## config.mk

```make
export PLATFORM = sky130hd
export DESIGN_NAME = power_down_mode_control
export DESIGN_NICKNAME = d
export VERILOG_FILES = /design/src/logic/pd_pkg.sv /design/src/logic/pd_sync_if.sv /design/src/logic/pd_wake_sync.sv /design/src/logic/power_down_mode_control.sv
export VERILOG_INCLUDE_DIRS = /design/src /design/src/logic
export SDC_FILE = /design/constraint.sdc
export NUM_CORES = 1
export LEC_CHECK = 0
export ABC_AREA = 1
export BUFFER_PORTS_ARGS = -buffer_cell sky130_fd_sc_hd__buf_2
export CORE_ASPECT_RATIO = 1.4
export CORE_MARGIN = 2
export CORE_UTILIZATION = 30
export CTS_BUF_LIST = sky130_fd_sc_hd__clkbuf_8 sky130_fd_sc_hd__clkbuf_16
export DETAILED_ROUTE_END_ITERATION = 6
export PLACE_DENSITY_LB_ADDON = 0.2
export SLEW_MARGIN = 20
export SYNTH_ARGS = -nofsm -noshare
export SYNTH_HDL_FRONTEND = slang
export SYNTH_HIERARCHICAL = 1
export SYNTH_SLANG_ARGS = --single-unit
```

## constraint.sdc

```tcl
create_clock -name i_clk_sys -period 1.15 [get_ports i_clk_sys]
set_clock_uncertainty 0.05 [all_clocks]
set_input_delay 0.0575 -clock i_clk_sys [delete_from_list [all_inputs] [get_ports i_clk_sys]]
set_output_delay 0.0575 -clock i_clk_sys [all_outputs]
set_load 0.01 [all_outputs]
```

## src/logic/pd_params.svh

```systemverilog
/*
  Constants of the power-down mode controller: mode codes, field layout,
  reset values and timing counts.
  Assumes inclusion by bare name from design files.
*/
`ifndef PD_PARAMS_SVH
`define PD_PARAMS_SVH

`define PD_LEVEL_ACTIVE     2'h0
`define PD_LEVEL_LIGHT      2'h1
`define PD_LEVEL_TIMER_DEEP 2'h2
`define PD_LEVEL_DEEPEST    2'h3
`define PD_CTRL_LEVEL_LSB   0
`define PD_CTRL_LEVEL_MSB   1
`define PD_CTRL_GO_BIT      2
`define PD_CTRL_RESET_VAL   3'h0
`define PD_SETTLE_NS        200
`define PD_CLK_PERIOD_NS    100
`define PD_SETTLE_CYCLES    ((`PD_SETTLE_NS + `PD_CLK_PERIOD_NS - 1) / `PD_CLK_PERIOD_NS)

`endif

```

## src/logic/pd_pkg.sv

```systemverilog
/*
  Types of the power-down mode controller.
  Assumes pd_params.svh is compiled alongside.
*/
package pd_pkg;
  typedef enum logic [3:0] {
    ST_ACTIVE = 4'h1,
    ST_ENTER  = 4'h2,
    ST_SLEEP  = 4'h4,
    ST_WAKE   = 4'h8
  } pd_state_t;
endpackage

```

## src/logic/pd_sync_if.sv

```systemverilog
/*
  Carrier for the synchronised wake sources between the top module and
  its wake synchroniser.
  Assumes one system clock.
*/
`timescale 1ns/1ps
interface pd_sync_if;
  logic timer_irq;
  logic ext_irq;
  modport sync_side (output timer_irq, output ext_irq);
  modport ctrl_side (input timer_irq, input ext_irq);
endinterface

```

## src/logic/pd_wake_sync.sv

```systemverilog
/*
  Two-flop synchroniser for the sleep-timer and external wake levels.
  Assumes asynchronous wake inputs and one system clock.
*/
`timescale 1ns/1ps
module pd_wake_sync
(
  input  wire logic   i_clk_sys,
  input  wire logic   i_nrst,
  input  wire logic   i_timer_irq,
  input  wire logic   i_ext_irq,
  pd_sync_if.sync_side sync
);
  logic [1:0] meta_reg;
  logic [1:0] stable_reg;

  always_ff @(posedge i_clk_sys or negedge i_nrst)
  begin
    if (!i_nrst)
    begin
      meta_reg   <= 2'h0;
      stable_reg <= 2'h0;
    end
    else
    begin
      meta_reg   <= {i_ext_irq, i_timer_irq};
      stable_reg <= meta_reg;
    end
  end

  assign sync.timer_irq = stable_reg[0];
  assign sync.ext_irq   = stable_reg[1];
endmodule

```

## src/logic/power_down_mode_control.sv

```systemverilog
/*
  Power-down mode controller: holds the sleep control word, enters the
  selected low-power level on a go write and leaves on a permitted wake.
  Assumes the control write strobe comes from same-clock logic; wake
  sources are asynchronous; hardware reset is i_nrst.
*/
//
// Overview of operation
// - Two-bit level field: 0 active, 1 light, 2 timer-wake deep, 3 deepest.
// - Writing go as 1 starts entry into the currently selected level.
// - Levels 1,2 wake on reset, timer or external; level 3 reset or external.
// - Digital regulator on in light sleep, off in deeper; reconfigure after.
`timescale 1ns/1ps
`include "pd_params.svh"
module power_down_mode_control
(
  input  wire logic       i_clk_sys,
  input  wire logic       i_nrst,
  input  wire logic       i_ctrl_wr,
  input  wire logic [2:0] i_ctrl_wdata,
  input  wire logic       i_timer_irq,
  input  wire logic       i_ext_irq,
  output logic      [2:0] o_sleep_control_reg,
  output logic      [1:0] o_active_level,
  output logic            o_sleeping,
  output logic            o_clk_gate,
  output logic            o_dig_reg_on,
  output logic            o_reconfig_needed,
  output logic            o_wake_pulse
);
  localparam int SETTLE = `PD_SETTLE_CYCLES;

  pd_sync_if sync ();

  pd_wake_sync u_wake_sync
  (
    .i_clk_sys   (i_clk_sys),
    .i_nrst      (i_nrst),
    .i_timer_irq (i_timer_irq),
    .i_ext_irq   (i_ext_irq),
    .sync        (sync)
  );

  pd_pkg::pd_state_t state_reg;
  pd_pkg::pd_state_t state_next;
  logic [1:0]        sleep_level_select_reg;
  logic              sleep_entry_go_reg;
  logic [1:0]        level_reg;
  logic [2:0]        settle_reg;
  logic              wake_ok;
  logic              go_write;
  logic              deep_level;

  assign go_write   = i_ctrl_wr && i_ctrl_wdata[`PD_CTRL_GO_BIT];
  assign deep_level = (level_reg == `PD_LEVEL_TIMER_DEEP) ||
                      (level_reg == `PD_LEVEL_DEEPEST);

  // Permitted wake source for the level held
  always_comb
  begin
    case (level_reg)
      `PD_LEVEL_LIGHT,
      `PD_LEVEL_TIMER_DEEP: wake_ok = sync.timer_irq || sync.ext_irq;
      `PD_LEVEL_DEEPEST:    wake_ok = sync.ext_irq;
      default:              wake_ok = 1'b0;
    endcase
  end

  // Level field written by software
  always_ff @(posedge i_clk_sys or negedge i_nrst)
  begin
    if (!i_nrst)
      sleep_level_select_reg <= 2'h0;
    else if (i_ctrl_wr)
      sleep_level_select_reg <= i_ctrl_wdata[`PD_CTRL_LEVEL_MSB:`PD_CTRL_LEVEL_LSB];
  end

  // Go bit: set by write, cleared by wake
  always_ff @(posedge i_clk_sys or negedge i_nrst)
  begin
    if (!i_nrst)
      sleep_entry_go_reg <= 1'b0;
    else if (go_write && state_reg == pd_pkg::ST_ACTIVE)
      sleep_entry_go_reg <= 1'b1;
    else if (state_reg == pd_pkg::ST_SLEEP && wake_ok)
      sleep_entry_go_reg <= 1'b0;
    else if (state_reg == pd_pkg::ST_ACTIVE)
      sleep_entry_go_reg <= 1'b0;
  end

  always_comb
  begin
    state_next = state_reg;
    case (state_reg)
      pd_pkg::ST_ACTIVE:
        if (go_write && i_ctrl_wdata[1:0] != `PD_LEVEL_ACTIVE)
          state_next = pd_pkg::ST_ENTER;
      pd_pkg::ST_ENTER:
        if (settle_reg == 3'h0)
          state_next = pd_pkg::ST_SLEEP;
      pd_pkg::ST_SLEEP:
        if (wake_ok)
          state_next = pd_pkg::ST_WAKE;
      pd_pkg::ST_WAKE:
        state_next = pd_pkg::ST_ACTIVE;
      default:
        state_next = pd_pkg::ST_ACTIVE;
    endcase
  end

  always_ff @(posedge i_clk_sys or negedge i_nrst)
  begin
    if (!i_nrst)
      state_reg <= pd_pkg::ST_ACTIVE;
    else
      state_reg <= state_next;
  end

  // Level latched at entry; settle countdown
  always_ff @(posedge i_clk_sys or negedge i_nrst)
  begin
    if (!i_nrst)
    begin
      level_reg  <= 2'h0;
      settle_reg <= 3'h0;
    end
    else if (state_reg == pd_pkg::ST_ACTIVE && state_next == pd_pkg::ST_ENTER)
    begin
      level_reg  <= i_ctrl_wdata[1:0];
      settle_reg <= 3'(SETTLE - 1);
    end
    else if (state_reg == pd_pkg::ST_ENTER && settle_reg != 3'h0)
      settle_reg <= settle_reg - 3'h1;
    else if (state_reg == pd_pkg::ST_WAKE)
      level_reg  <= 2'h0;
  end

  // Outputs, all registered
  always_ff @(posedge i_clk_sys or negedge i_nrst)
  begin
    if (!i_nrst)
    begin
      o_sleep_control_reg <= `PD_CTRL_RESET_VAL;
      o_active_level      <= 2'h0;
      o_sleeping          <= 1'b0;
      o_clk_gate          <= 1'b0;
      o_dig_reg_on        <= 1'b1;
      o_reconfig_needed   <= 1'b0;
      o_wake_pulse        <= 1'b0;
    end
    else
    begin
      o_sleep_control_reg <= {sleep_entry_go_reg, sleep_level_select_reg};
      o_active_level      <= level_reg;
      o_sleeping          <= (state_reg == pd_pkg::ST_SLEEP);
      o_clk_gate          <= (state_reg == pd_pkg::ST_SLEEP);
      o_dig_reg_on        <= !(state_reg == pd_pkg::ST_SLEEP && deep_level);
      o_wake_pulse        <= (state_reg == pd_pkg::ST_SLEEP && wake_ok);
      if (state_reg == pd_pkg::ST_SLEEP && wake_ok && deep_level)
        o_reconfig_needed <= 1'b1;
      else if (i_ctrl_wr)
        o_reconfig_needed <= 1'b0;
    end
  end
endmodule

```

* Word level (Yosys, flattened, before mapping)
Index checks and enable logic that the tools add are counted.
** Storage, ports and cells
- Register bits after elaboration :: 25
- Bits of input ports :: 8
- Output and inout bits :: 10
- Word-level logic and storage cells :: 58
** Operators by class
- $add $sub $neg :: 1
- Eq/ne operators :: 9
- Multiplexer cells :: 15
- Reductions and logical operators :: 20
** Operator list (count)
- 4-bit two-way mux :: 3
- 4-bit case mux with 3 select lines :: 1
- 4-bit by 2-bit == test with 1-bit output (second input constant) :: 2
- 1-bit logical AND :: 8
- 2-bit nonzero test :: 4
- 2-bit two-way mux :: 3
- 3-bit two-way mux :: 2
- 3-bit nonzero test :: 2
- 1-bit two-way mux :: 5
- 2-bit == test (second input constant) :: 2
- 4-bit by 1-bit == test with 1-bit output (second input constant) :: 1
- 4-bit by 3-bit == test with 1-bit output (second input constant) :: 1
- 4-bit == test (second input constant) :: 1
- 3-bit zero test :: 1
- 3-bit by 1-bit subtractor with 3-bit output (second input constant) :: 1
- 2-bit by 1-bit == test with 1-bit output (second input constant) :: 1
- 1-bit logical OR :: 2
- 2-bit != test (second input constant) :: 1
- 1-bit case mux with 2 select lines :: 1
- 2-bit AND reduction :: 1
- 2-bit OR reduction :: 1
- 1-bit zero test :: 1

* Longest topological paths before layout
Gate-level depths: netlist (run 1).
- Word-level depth :: 9
- Mapped depth :: 7
- Mapped depth without buffers :: 7

* By module
The synthesis (run 1) kept the hierarchy.
** Modules (own cells, without submodules)
- power_down_mode_control :: instances 1, cells an instance 101, area an instance 955.9 um2, sequential area each 528.0 um2
- pd_wake_sync :: instances 1, cells an instance 4, area an instance 100.1 um2, sequential area each 100.1 um2

* Least setup slack after synthesis (run 1)
Ideal clock, no wire load.
- Kind :: reg2reg
- Start :: reg level_reg[0]
- End :: reg sleep_entry_go_reg
- Library setup time :: 0.116 ns
- Arrival :: 1.100 ns
- Data required time :: 0.984 ns
- Path slack :: -0.117 ns
- Stages on the path, launching flop included :: 8
- Buffers on the path :: 0
- Clock period less this slack :: 1.267 ns
- Cell sequence :: dfrtp_1 -> inv_1 -> ha_1 -> nor2_1 -> nor2_1 -> nand3_2 -> nand2_1 -> nand2_1
** Between the ends
- Cells in the longest elaborated chain, start to end :: 6
- Elaborated cells between the ends (all ways) :: 9
- Those cells by class :: eq/ne (3); mux (3); reduce/logical (3)
** RTL lines
- start, declared :: line power_down_mode_control.sv:48 : logic [1:0] level_reg;
- start signal, assigned :: line power_down_mode_control.sv:129 : level_reg <= i_ctrl_wdata[1:0];
- 2-bit == test or 2-bit by 1-bit == test with 1-bit output (tied branches) :: line power_down_mode_control.sv:61 : case (level_reg)
- 2-bit OR reduction :: line power_down_mode_control.sv:61
- 1-bit case mux with 2 select lines (*) :: line power_down_mode_control.sv:61
- 1-bit logical AND (*) :: line power_down_mode_control.sv:85 : else if (state_reg == pd_pkg::ST_SLEEP && wake_ok)
- 1-bit two-way mux :: line power_down_mode_control.sv:85
- 1-bit two-way mux :: line power_down_mode_control.sv:83 : else if (go_write && state_reg == pd_pkg::ST_ACTIVE)
- end signal, assigned :: line power_down_mode_control.sv:82 : sleep_entry_go_reg <= 1'b0;
- end signal, assigned :: line power_down_mode_control.sv:84 : sleep_entry_go_reg <= 1'b1;
- end signal, assigned :: line power_down_mode_control.sv:86 : sleep_entry_go_reg <= 1'b0;
- end, declared :: line power_down_mode_control.sv:47 : logic sleep_entry_go_reg;
Every way passes the cells marked *; elsewhere a longest branch is shown, timed or not.
A chain may end at the register's enable or synchronous reset.

* Worst setup path in the final report (run 1)
- Start :: reg level_reg[0]
- End :: reg o_reconfig_needed
** Between the ends
- Cells in the longest elaborated chain, start to end :: 6
- Elaborated cells between the ends (all ways) :: 10
- Those cells by class :: eq/ne (3); mux (2); reduce/logical (5)
** RTL lines
- 2-bit == test or 2-bit by 1-bit == test with 1-bit output (tied branches) :: line power_down_mode_control.sv:61
- 2-bit OR reduction :: line power_down_mode_control.sv:61
- 1-bit case mux with 2 select lines :: line power_down_mode_control.sv:61
- 1-bit logical AND :: line power_down_mode_control.sv:159 : if (state_reg == pd_pkg::ST_SLEEP && wake_ok && deep_level)
- 1-bit logical AND (*) :: line power_down_mode_control.sv:159
- 1-bit two-way mux or 2-bit nonzero test (tied branches)
- end signal, assigned :: line power_down_mode_control.sv:148 : o_reconfig_needed <= 1'b0;
- end signal, assigned :: line power_down_mode_control.sv:160 : o_reconfig_needed <= 1'b1;
- end signal, assigned :: line power_down_mode_control.sv:162 : o_reconfig_needed <= 1'b0;
- end, declared :: line power_down_mode_control.sv:28 : output logic o_reconfig_needed,
Marked as above.

==> run_results.csv, run 1 <==
group,metric,value,unit
global_route,gr-total-overflow,0,
clock_tree,path_clk_slew,0.09,ns
layout,layout_commonest_cell,"nand2_1",
synthesis,synth-seq-cells,25,
placed_design,io_buffers,17,
global_route,grt_max_degree,26,
floorplanning,die_area,4020,um^2
power_and_ir_drop,p_total,2.12,mW
layout,postLayoutCellArea,1540,um^2
placed_design,placed_area,1240,um^2
clock_tree,cts_max_path_buffers,2,
critical_path,cp-end-kind,"register",
route,wl_per_cell,11.4,um
floorplanning,initial_core_util,31.3,%
sta,finalSetupViolations,10,
route,drtIter0Drc,8,
sta,min_period,1.30,ns
placed_design,dp_hpwl,1430,um
synthesis,synth_flop_cell,"dfrtp_1",
sta,finalCritPeriodShare,113,%
sta,fmax,0.771,GHz
layout,fill_cells,329,
layout,syn_to_final_growth,46.0,%
min_path,hp-class,"in -> async",
sta,worst_slack,-0.148,ns
power_and_ir_drop,leakagePower,0.783,nW
sta,hold_violations,0,
floorplanning,die_w,54.1,um
layout,fin_nets,159,
clock_tree,cts_tree,"yes",
synthesis,syn_avg_cell_area,10.1,um^2
sta,relSlewSlack,63.0,%
critical_path,required,1.26,ns
global_route,grt_pass1_wl,3640,um
synthesis,synth-seq-area-share,59.5,%
layout,final_cell_mix,"24 x nand2_1, 23 x dfrtp_1, 17 x buf_2, 10 x buf_4, 9 x inv_1",
sta,drv_slew,0,
route,vias,791,
run,max_cap_violations,0,
layout,final_core_util,45.6,%
clock_tree,clk_latency,0.26,ns
critical_path,worst_path_largest_cell_delay,0.41,ns
sta,tns,-0.565,ns
layout,drive_above_1_share,50.3,%
floorplanning,rows,25,
route,totalWireLength,2110,um
critical_path,crit_type,"reg -> reg",
global_route,grt_pass1_vias,881,
synthesis,synth_edf_count,0,
critical_path,cp.arrival,1.40,ns
synthesis,synth_cells,105,
sta,worst_pin_slew,0.555,ns
sta,fin_hold_ws,0.261,ns
outcome,violations,"negative setup slack",
synthesis,yosysUniqueCellTypes,23,
clock_tree,numCtsBuffers,3,
route,viasPerCell,4.28,
clock_tree,htreeDepth,1,
power_and_ir_drop,worst_ir_drop_vdd,823,uV
synthesis,yosys_warnings,6,
critical_path,slowest_stage,"dfrtp_1",
floorplanning,io_pins,18,
layout,largest_reg_flops,4,
critical_path,crit_chain,"inv_2 -> buf_4 -> ha_4 -> or2_4 -> nand4_1 -> nand2_1",
global_route,antenna_found_initial,0,
synthesis,syn_nets,118,
outcome,status,"finished with violations",
clock_tree,cts.sinks,25,
route,drcViolationCount,0,
floorplanning,core_region_area,3380,um^2
layout,n_antenna_cell,0,
critical_path,cp-start-kind,"register",
synthesis,async_flop_share,100,%
route,drt-pass1-iter-count,4,
synthesis,syn_area,1060,um^2
sta,rsz0062_at_grt,"yes",
critical_path,path_max_fanout,4,
route,ant_nets,0,
global_route,grt_usage,12.6,%
floorplanning,die_y,74.2,um
clock_tree,ctsRootBufferMaster,"clkbuf_8",
power_and_ir_drop,p_per_area,1370,nW/um^2
placed_design,gp_congestion,0.728,
through the flow:
step | worst slack [ns] | cells
final | -0.148 | 185
after global routing | -0.209 | 185
after CTS | -0.119 | 183
after detailed placement | -0.206 | 169
after global placement | -0.184 | 169
after floorplan | -0.116 | 105
layer usage:
metal  track usage [%]  share of wire [%]
met4              5.83                1.0
met2              23.3                 55
met5                 0                  0
met1              13.1                 40
met3              2.41                3.6
synth_stat cells, types with 2 or more instances:
library cell  instances  area [um^2]
nand2_1              30          113
nor2_1                5         18.8
inv_1                12         45.0
ha_1                  5         62.6
dfstp_2               2         52.6
nor2_4                2         22.5
nor2_2                3         18.8
nand3_1               7         35.0
nand4_1               2         12.5
dfrtp_1              23          576
inv_2                 2         7.51
area by class of cell:
class / count / area, um^2 / share of cell area [%]
Timing Repair Buffer: 37 / 264 / 17.1
Tap cell: 40 / 50.0 / 3.25
Clock inverter: 1 / 3.75 / 0.244
Inverter: 16 / 67.6 / 4.38
Sequential cell: 25 / 628 / 40.7
Multi-Input combinational cell: 63 / 487 / 31.6
Clock buffer: 3 / 41.3 / 2.68
logic make-up (layout without fill, tap and decap cells):
| group | after synthesis | count (layout) | synth area share (%) |
|---|---|---|---|
| buffers and inverters | 17 | 57 | 6.52 |
| adder cells (fa/ha/maj) | 5 | 5 | 5.92 |
| XOR/XNOR | 1 | 1 | 0.830 |
| AND/OR/NAND/NOR | 55 | 55 | 26.3 |
| AO/OA/AOI/OAI | 2 | 2 | 0.947 |
| flip-flops | 25 | 25 | 59.5 |
repair_timing:
item | in CTS | in global routing
gates resized for setup | 29 | 9
setup buffers | 3 | 2
endpoints found under the hold margin | 28 | 0
pin swaps | 14 | 10
setup endpoints to repair | 11 | 13
hold buffers | 7 | 0
power breakdown:
group          switching [mW]  internal [mW]
sequential             0.0492          0.958
combinational           0.294          0.312
clock                   0.266          0.238
worst max-delay path: cells and delay by family, from the launching register on:
kind	cells	cell delay (ns)
flip-flops	1	0.41
buffers and inverters	2	0.21
adder cells (fa/ha/maj)	1	0.15
AND/OR/NAND/NOR	3	0.37
worst paths after layout:
| kind | from | endpoint | slack, ns | depth (start not counted) |
|---|---|---|---|---|
| setup / recovery | level_reg[0] | o_reconfig_needed | -0.15 | 6 |
| hold / removal | i_nrst | sleep_level_select_reg[0] | 0.26 | 2 |
| setup reg to reg | level_reg[0] | o_reconfig_needed | -0.15 | 6 |
| hold reg to reg | u_wake_sync/meta_reg[0] | u_wake_sync/stable_reg[0] | 0.30 | 0 |
| max in group asynchronous | i_nrst | o_dig_reg_on | 0.42 | 2 |
| min in group i_clk_sys | u_wake_sync/meta_reg[0] | u_wake_sync/stable_reg[0] | 0.30 | 0 |
(Power assumes the default switching activity.)
==> run 2, diff against run 1 <==
--- a/config.mk
+++ b/config.mk
@@ -14,6 +14,7 @@
 export CTS_BUF_LIST = sky130_fd_sc_hd__clkbuf_8 sky130_fd_sc_hd__clkbuf_16
 export DETAILED_ROUTE_END_ITERATION = 6
 export PLACE_DENSITY_LB_ADDON = 0.2
+export SETUP_SLACK_MARGIN = 0.1
 export SLEW_MARGIN = 20
 export SYNTH_ARGS = -nofsm -noshare
 export SYNTH_HDL_FRONTEND = slang
==> run_results.csv, run 2 (same netlist as run 1, synthesis figures left out) <==
group,metric,value,unit
floorplanning,die_y,74.2,um
power_and_ir_drop,p_per_area,1410,nW/um^2
clock_tree,cts_max_path_buffers,2,
outcome,violations,"negative setup slack",
clock_tree,numCtsBuffers,3,
global_route,grt_max_degree,26,
critical_path,startpoint,"level_reg[0]",
sta,fin_hold_ws,0.0117,ns
power_and_ir_drop,switching_share,30.2,%
global_route,grt_pass1_wl,3460,um
floorplanning,rows,25,
placed_design,placed_area,1240,um^2
placed_design,gp_congestion,0.753,
sta,hold_violations,0,
floorplanning,die_area,4020,um^2
global_route,gr-usage-met1,12.3,%
layout,drive_above_1_share,53.8,%
sta,min_period,1.30,ns
layout,fin_nets,157,
route,vias,787,
outcome,status,"finished with violations",
critical_path,crit_type,"reg -> reg",
global_route,antenna_found_initial,0,
critical_path,required,1.27,ns
layout,n_antenna_cell,0,
critical_path,timing.rr.end,"sleep_entry_go_reg",
layout,postLayoutCellArea,1550,um^2
sta,worst_pin_slew,0.552,ns
power_and_ir_drop,leakagePower,0.773,nW
layout,final_cell_mix,"23 x dfrtp_1, 20 x nand2_1, 16 x buf_2, 10 x nand2_2, 9 x buf_4",
power_and_ir_drop,worst_ir_drop_vdd,617,uV
layout,layout_commonest_cell,"dfrtp_1",
critical_path,path_max_fanout,3,
route,drt-pass1-iter-count,2,
critical_path,cp-end-kind,"register",
global_route,gr-total-overflow,0,
min_path,hp-class,"in -> reg",
clock_tree,cts.sinks,25,
critical_path,endpoint,"sleep_entry_go_reg",
placed_design,dp_hpwl,1360,um
global_route,grt_usage,11.9,%
floorplanning,io_pins,18,
sta,worst_slack,-0.154,ns
power_and_ir_drop,p_int,1.52,mW
sta,finalCritPeriodShare,113,%
critical_path,cp.arrival,1.43,ns
critical_path,reg2reg_setup_slack,-0.15,ns
sta,relSlewSlack,63.2,%
clock_tree,path_clk_slew,0.10,ns
run,max_cap_violations,0,
floorplanning,die_w,54.1,um
sta,fmax,0.767,GHz
global_route,grt_pass1_vias,854,
route,wl_per_cell,11.6,um
route,viasPerCell,4.30,
layout,syn_to_final_growth,46.6,%
clock_tree,ctsRootBufferMaster,"clkbuf_8",
clock_tree,cts_tree,"yes",
route,drtIter0Drc,9,
sta,rsz0062_at_grt,"yes",
route,drcViolationCount,0,
layout,largest_reg_flops,4,
route,totalWireLength,2120,um
global_route,met2_usage,22.4,%
sta,finalSetupViolations,9,
power_and_ir_drop,pwr-share-seq,45.8,%
clock_tree,clk_latency,0.28,ns
power_and_ir_drop,p_comb_share,28.6,%
critical_path,cp-start-kind,"register",
min_path,hold_depth,3,
floorplanning,core_region_area,3380,um^2
power_and_ir_drop,switchingPower,0.659,mW
clock_tree,htreeDepth,1,
critical_path,rr_worst_depth,7,
power_and_ir_drop,power_frac_clock,25.5,%
global_route,use_met3,1.81,%
floorplanning,initial_core_util,31.3,%
global_route,grt-busiest-layer,"met2",
route,ant_nets,0,
layout,stdcell_count,183,
placed_design,io_buffers,17,
placed_design,place_inst,164,
sta,drv_slew,0,
critical_path,r2r-start,"level_reg[0]",
## run 2: cell types whose count changed in the layout (fill, tap and decap cells not counted), sizes merged
cell,before,now
dlygate4sd3,7,6
inv,16,15
clkinv,1,2
buf,30,29
## run 2: final cells by class
| type | instances | area (um^2) |
|---|---|---|
| inverters | 16 | 70.1 |
| multi-input cells | 63 | 497 |
| fillers | 322 | 1830 |
| clock buffers | 3 | 41.3 |
| flip-flops and latches | 25 | 628 |
| well taps | 40 | 50.0 |
| clock inverters | 1 | 8.76 |
| repair buffers | 35 | 253 |
## run 2: timing repair
action	4_1_cts	5_1_grt
pin swaps	4	10
setup endpoints to repair	12	14
setup buffers	5	4
resized for setup	23	11
hold buffers	6	0
endpoints found under the hold margin	30	0
## run 2: power by group through the flow
stage / combinational [mW] / sequential [mW] / clock, mW
after global placement: 0.356 / 1.01 / 0
after floorplan: 0.210 / 1.03 / 0
after CTS: 0.578 / 0.999 / 0.580
after detailed placement: 0.363 / 1.02 / 0
after global routing: 0.695 / 1.01 / 0.611
final: 0.625 / 1.00 / 0.558
## run 2: worst min-delay path by stage
stage / endpoint / slack (ns) / start
after floorplan: level_reg[0] / -0.29 / i_nrst
after global placement: o_clk_gate / 0.03 / i_nrst
after detailed placement: o_wake_pulse / 0.04 / i_nrst
after CTS: sleep_entry_go_reg / -0.003 / i_ctrl_wdata[2]
after global routing: sleep_entry_go_reg / 0.03 / i_ctrl_wdata[2]
final: sleep_entry_go_reg / 0.01 / i_ctrl_wdata[2]
## run 2: critical path, cell delays in order (launching register included)
cell,delay (ns)
dfrtp_1,0.40
inv_2,0.07
ha_4,0.29
nor2_4,0.04
nor2_4,0.13
nand3_4,0.09
nand2_2,0.08
nand2_2,0.04
## run 2: layer usage
| layer | up-vias | part of all wire (%) |
|---|---|---|
| li1 | 395 | - |
| met1 | 369 | 40 |
| met2 | 18 | 54 |
| met3 | 5 | 4.3 |
| met4 | 0 | 1.9 |
| met5 | - | 0 |
## run 2: per-stage QoR
| stage | power [mW] | setup slack (ns) | TNS (ns) | util, % |
|---|---|---|---|---|
| final | 2.18 | -0.154 | -0.727 | 45.8 |
| after global routing | 2.32 | -0.224 | -1.38 | 45.8 |
| after CTS | 2.16 | -0.114 | -0.384 | 43.7 |
| after detailed placement | 1.38 | -0.196 | -0.836 | 36.6 |
| after global placement | 1.37 | -0.177 | -0.721 | 36.6 |
| after floorplan | 1.24 | -0.116 | -0.261 | - |
==> run 3, diff against run 2 <==
--- a/config.mk
+++ b/config.mk
@@ -14,6 +14,7 @@
 export CTS_BUF_LIST = sky130_fd_sc_hd__clkbuf_8 sky130_fd_sc_hd__clkbuf_16
 export DETAILED_ROUTE_END_ITERATION = 6
 export PLACE_DENSITY_LB_ADDON = 0.2
+export RECOVER_POWER = 100
 export SETUP_SLACK_MARGIN = 0.1
 export SLEW_MARGIN = 20
 export SYNTH_ARGS = -nofsm -noshare
==> run_results.csv, run 3 (same netlist as run 1, synthesis figures left out) <==
group,metric,value,unit
route,wl_per_cell,11.6,um
layout,stdcell_count,183,
clock_tree,cts.sinks,25,
layout,drive_above_1_share,53.8,%
sta,relSlewSlack,63.2,%
power_and_ir_drop,leakagePower,0.773,nW
route,vias,787,
global_route,grt_usage,11.9,%
outcome,violations,"negative setup slack",
sta,fmax,0.768,GHz
clock_tree,cts_max_path_buffers,2,
global_route,gr-total-overflow,0,
power_and_ir_drop,p_per_area,1410,nW/um^2
sta,finalSetupViolations,9,
critical_path,critPathBufInv,1,
route,viasPerCell,4.30,
floorplanning,die_y,74.2,um
sta,min_period,1.30,ns
critical_path,required,1.27,ns
critical_path,cp.arrival,1.43,ns
critical_path,crit_type,"reg -> reg",
route,drtIter0Drc,9,
critical_path,cp-start-kind,"register",
floorplanning,rows,25,
route,ant_nets,0,
layout,layout_commonest_cell,"dfrtp_1",
clock_tree,ctsRootBufferMaster,"clkbuf_8",
layout,n_antenna_cell,0,
sta,worst_slack,-0.152,ns
placed_design,dp_hpwl,1360,um
route,drcViolationCount,0,
power_and_ir_drop,worst_ir_drop_vdd,617,uV
layout,largest_reg_flops,4,
outcome,status,"finished with violations",
placed_design,detailedPlace.worstSlack,-0.196,ns
layout,final_cell_mix,"23 x dfrtp_1, 20 x nand2_1, 16 x buf_2, 10 x nand2_2, 8 x buf_4",
critical_path,cp-end-kind,"register",
placed_design,io_buffers,17,
layout,final_core_util,45.8,%
critical_path,crit_chain,"inv_2 -> ha_4 -> nor2_4 -> nor2_4 -> nand3_4 -> nand2_2 -> nand2_2",
critical_path,worst_path_largest_cell_delay,0.40,ns
critical_path,cp.depth,7,
route,drt-pass1-iter-count,2,
layout,fin_nets,157,
sta,drv_slew,0,
global_route,grt_pass1_vias,854,
global_route,antenna_found_initial,0,
layout,syn_to_final_growth,46.6,%
sta,fin_hold_ws,0.0117,ns
sta,hold_violations,0,
layout,postLayoutCellArea,1550,um^2
route,totalWireLength,2120,um
floorplanning,core_region_area,3380,um^2
clock_tree,path_clk_slew,0.10,ns
floorplanning,die_w,54.1,um
global_route,grt_max_degree,26,
sta,worst_pin_slew,0.552,ns
global_route,grt_pass1_wl,3460,um
floorplanning,die_area,4020,um^2
min_path,hp-class,"in -> reg",
min_path,hold_depth,3,
critical_path,cpLargestDelayFamily,"flip-flops",
floorplanning,initial_core_util,31.3,%
clock_tree,cts_tree,"yes",
clock_tree,htreeDepth,1,
placed_design,place_inst,164,
clock_tree,clk_latency,0.28,ns
placed_design,placed_area,1240,um^2
clock_tree,numCtsBuffers,3,
run,max_cap_violations,0,
placed_design,gp_congestion,0.753,
critical_path,slowest_stage,"dfrtp_1",
floorplanning,io_pins,18,
critical_path,path_max_fanout,3,
critical_path,rr_worst_depth,7,
sta,rsz0062_at_grt,"yes",
sta,finalCritPeriodShare,113,%
==> run 3: tightest hold or removal path, delay by kind of cell <==
family	cells	cell delay, ns
buffers and inverters	1	0.09
AND/OR/NAND/NOR	2	0.15
==> run 3: stage by stage <==
stage               total power [mW]  TNS [ns]
floorplan                       1.24    -0.261
global route                    2.32     -1.38
global placement                1.37    -0.721
CTS                             2.16    -0.384
detailed placement              1.38    -0.836
finish                          2.18    -0.718
==> run 3: per-layer routing <==
metal / wire length (um) / track usage (%) / vias to the layer above
met5: 0 / 0 / -
met4: 41 / 5.83 / 0
met3: 90 / 1.81 / 5
met2: 1140 / 22.4 / 18
met1: 845 / 12.3 / 369
li1: - / - / 395
==> run 3: final timing paths <==
check	startpoint	to	slack (ns)
worst max-delay path	level_reg[0]	sleep_entry_go_reg	-0.15
worst min-delay path	i_ctrl_wdata[2]	sleep_entry_go_reg	0.01
worst max register to register	level_reg[0]	sleep_entry_go_reg	-0.15
worst min register to register	u_wake_sync/meta_reg[0]	u_wake_sync/stable_reg[0]	0.31
max in group asynchronous	i_nrst	state_reg[0]	0.43
min in group asynchronous	i_nrst	o_active_level[0]	0.24
==> run 3: timing repair <==
action                     in CTS  in global routing
setup endpoints to repair      12                 14
hold buffers                    6                  0
gates resized for setup        23                 11
buffers inserted                5                  4
pin swaps                       4                 10
hold endpoints to repair       30                  0
==> run 3: where the power goes <==
part / leakage, nW / internal [mW] / switching [mW]
logic: 0.434 / 0.312 / 0.313
registers: 0.313 / 0.958 / 0.0421
clock network: 0.0261 / 0.254 / 0.304
total: 0.773 / 1.52 / 0.659
==> run 3: layout make-up <==
cell class | count | area (um^2)
Clock inverter | 1 | 8.76
Sequential cell | 25 | 628
Tap cell | 40 | 50.0
Multi-Input combinational cell | 63 | 497
Timing Repair Buffer | 35 | 253
Inverter | 16 | 70.1
Fill cell | 322 | 1830
Clock buffer | 3 | 41.3
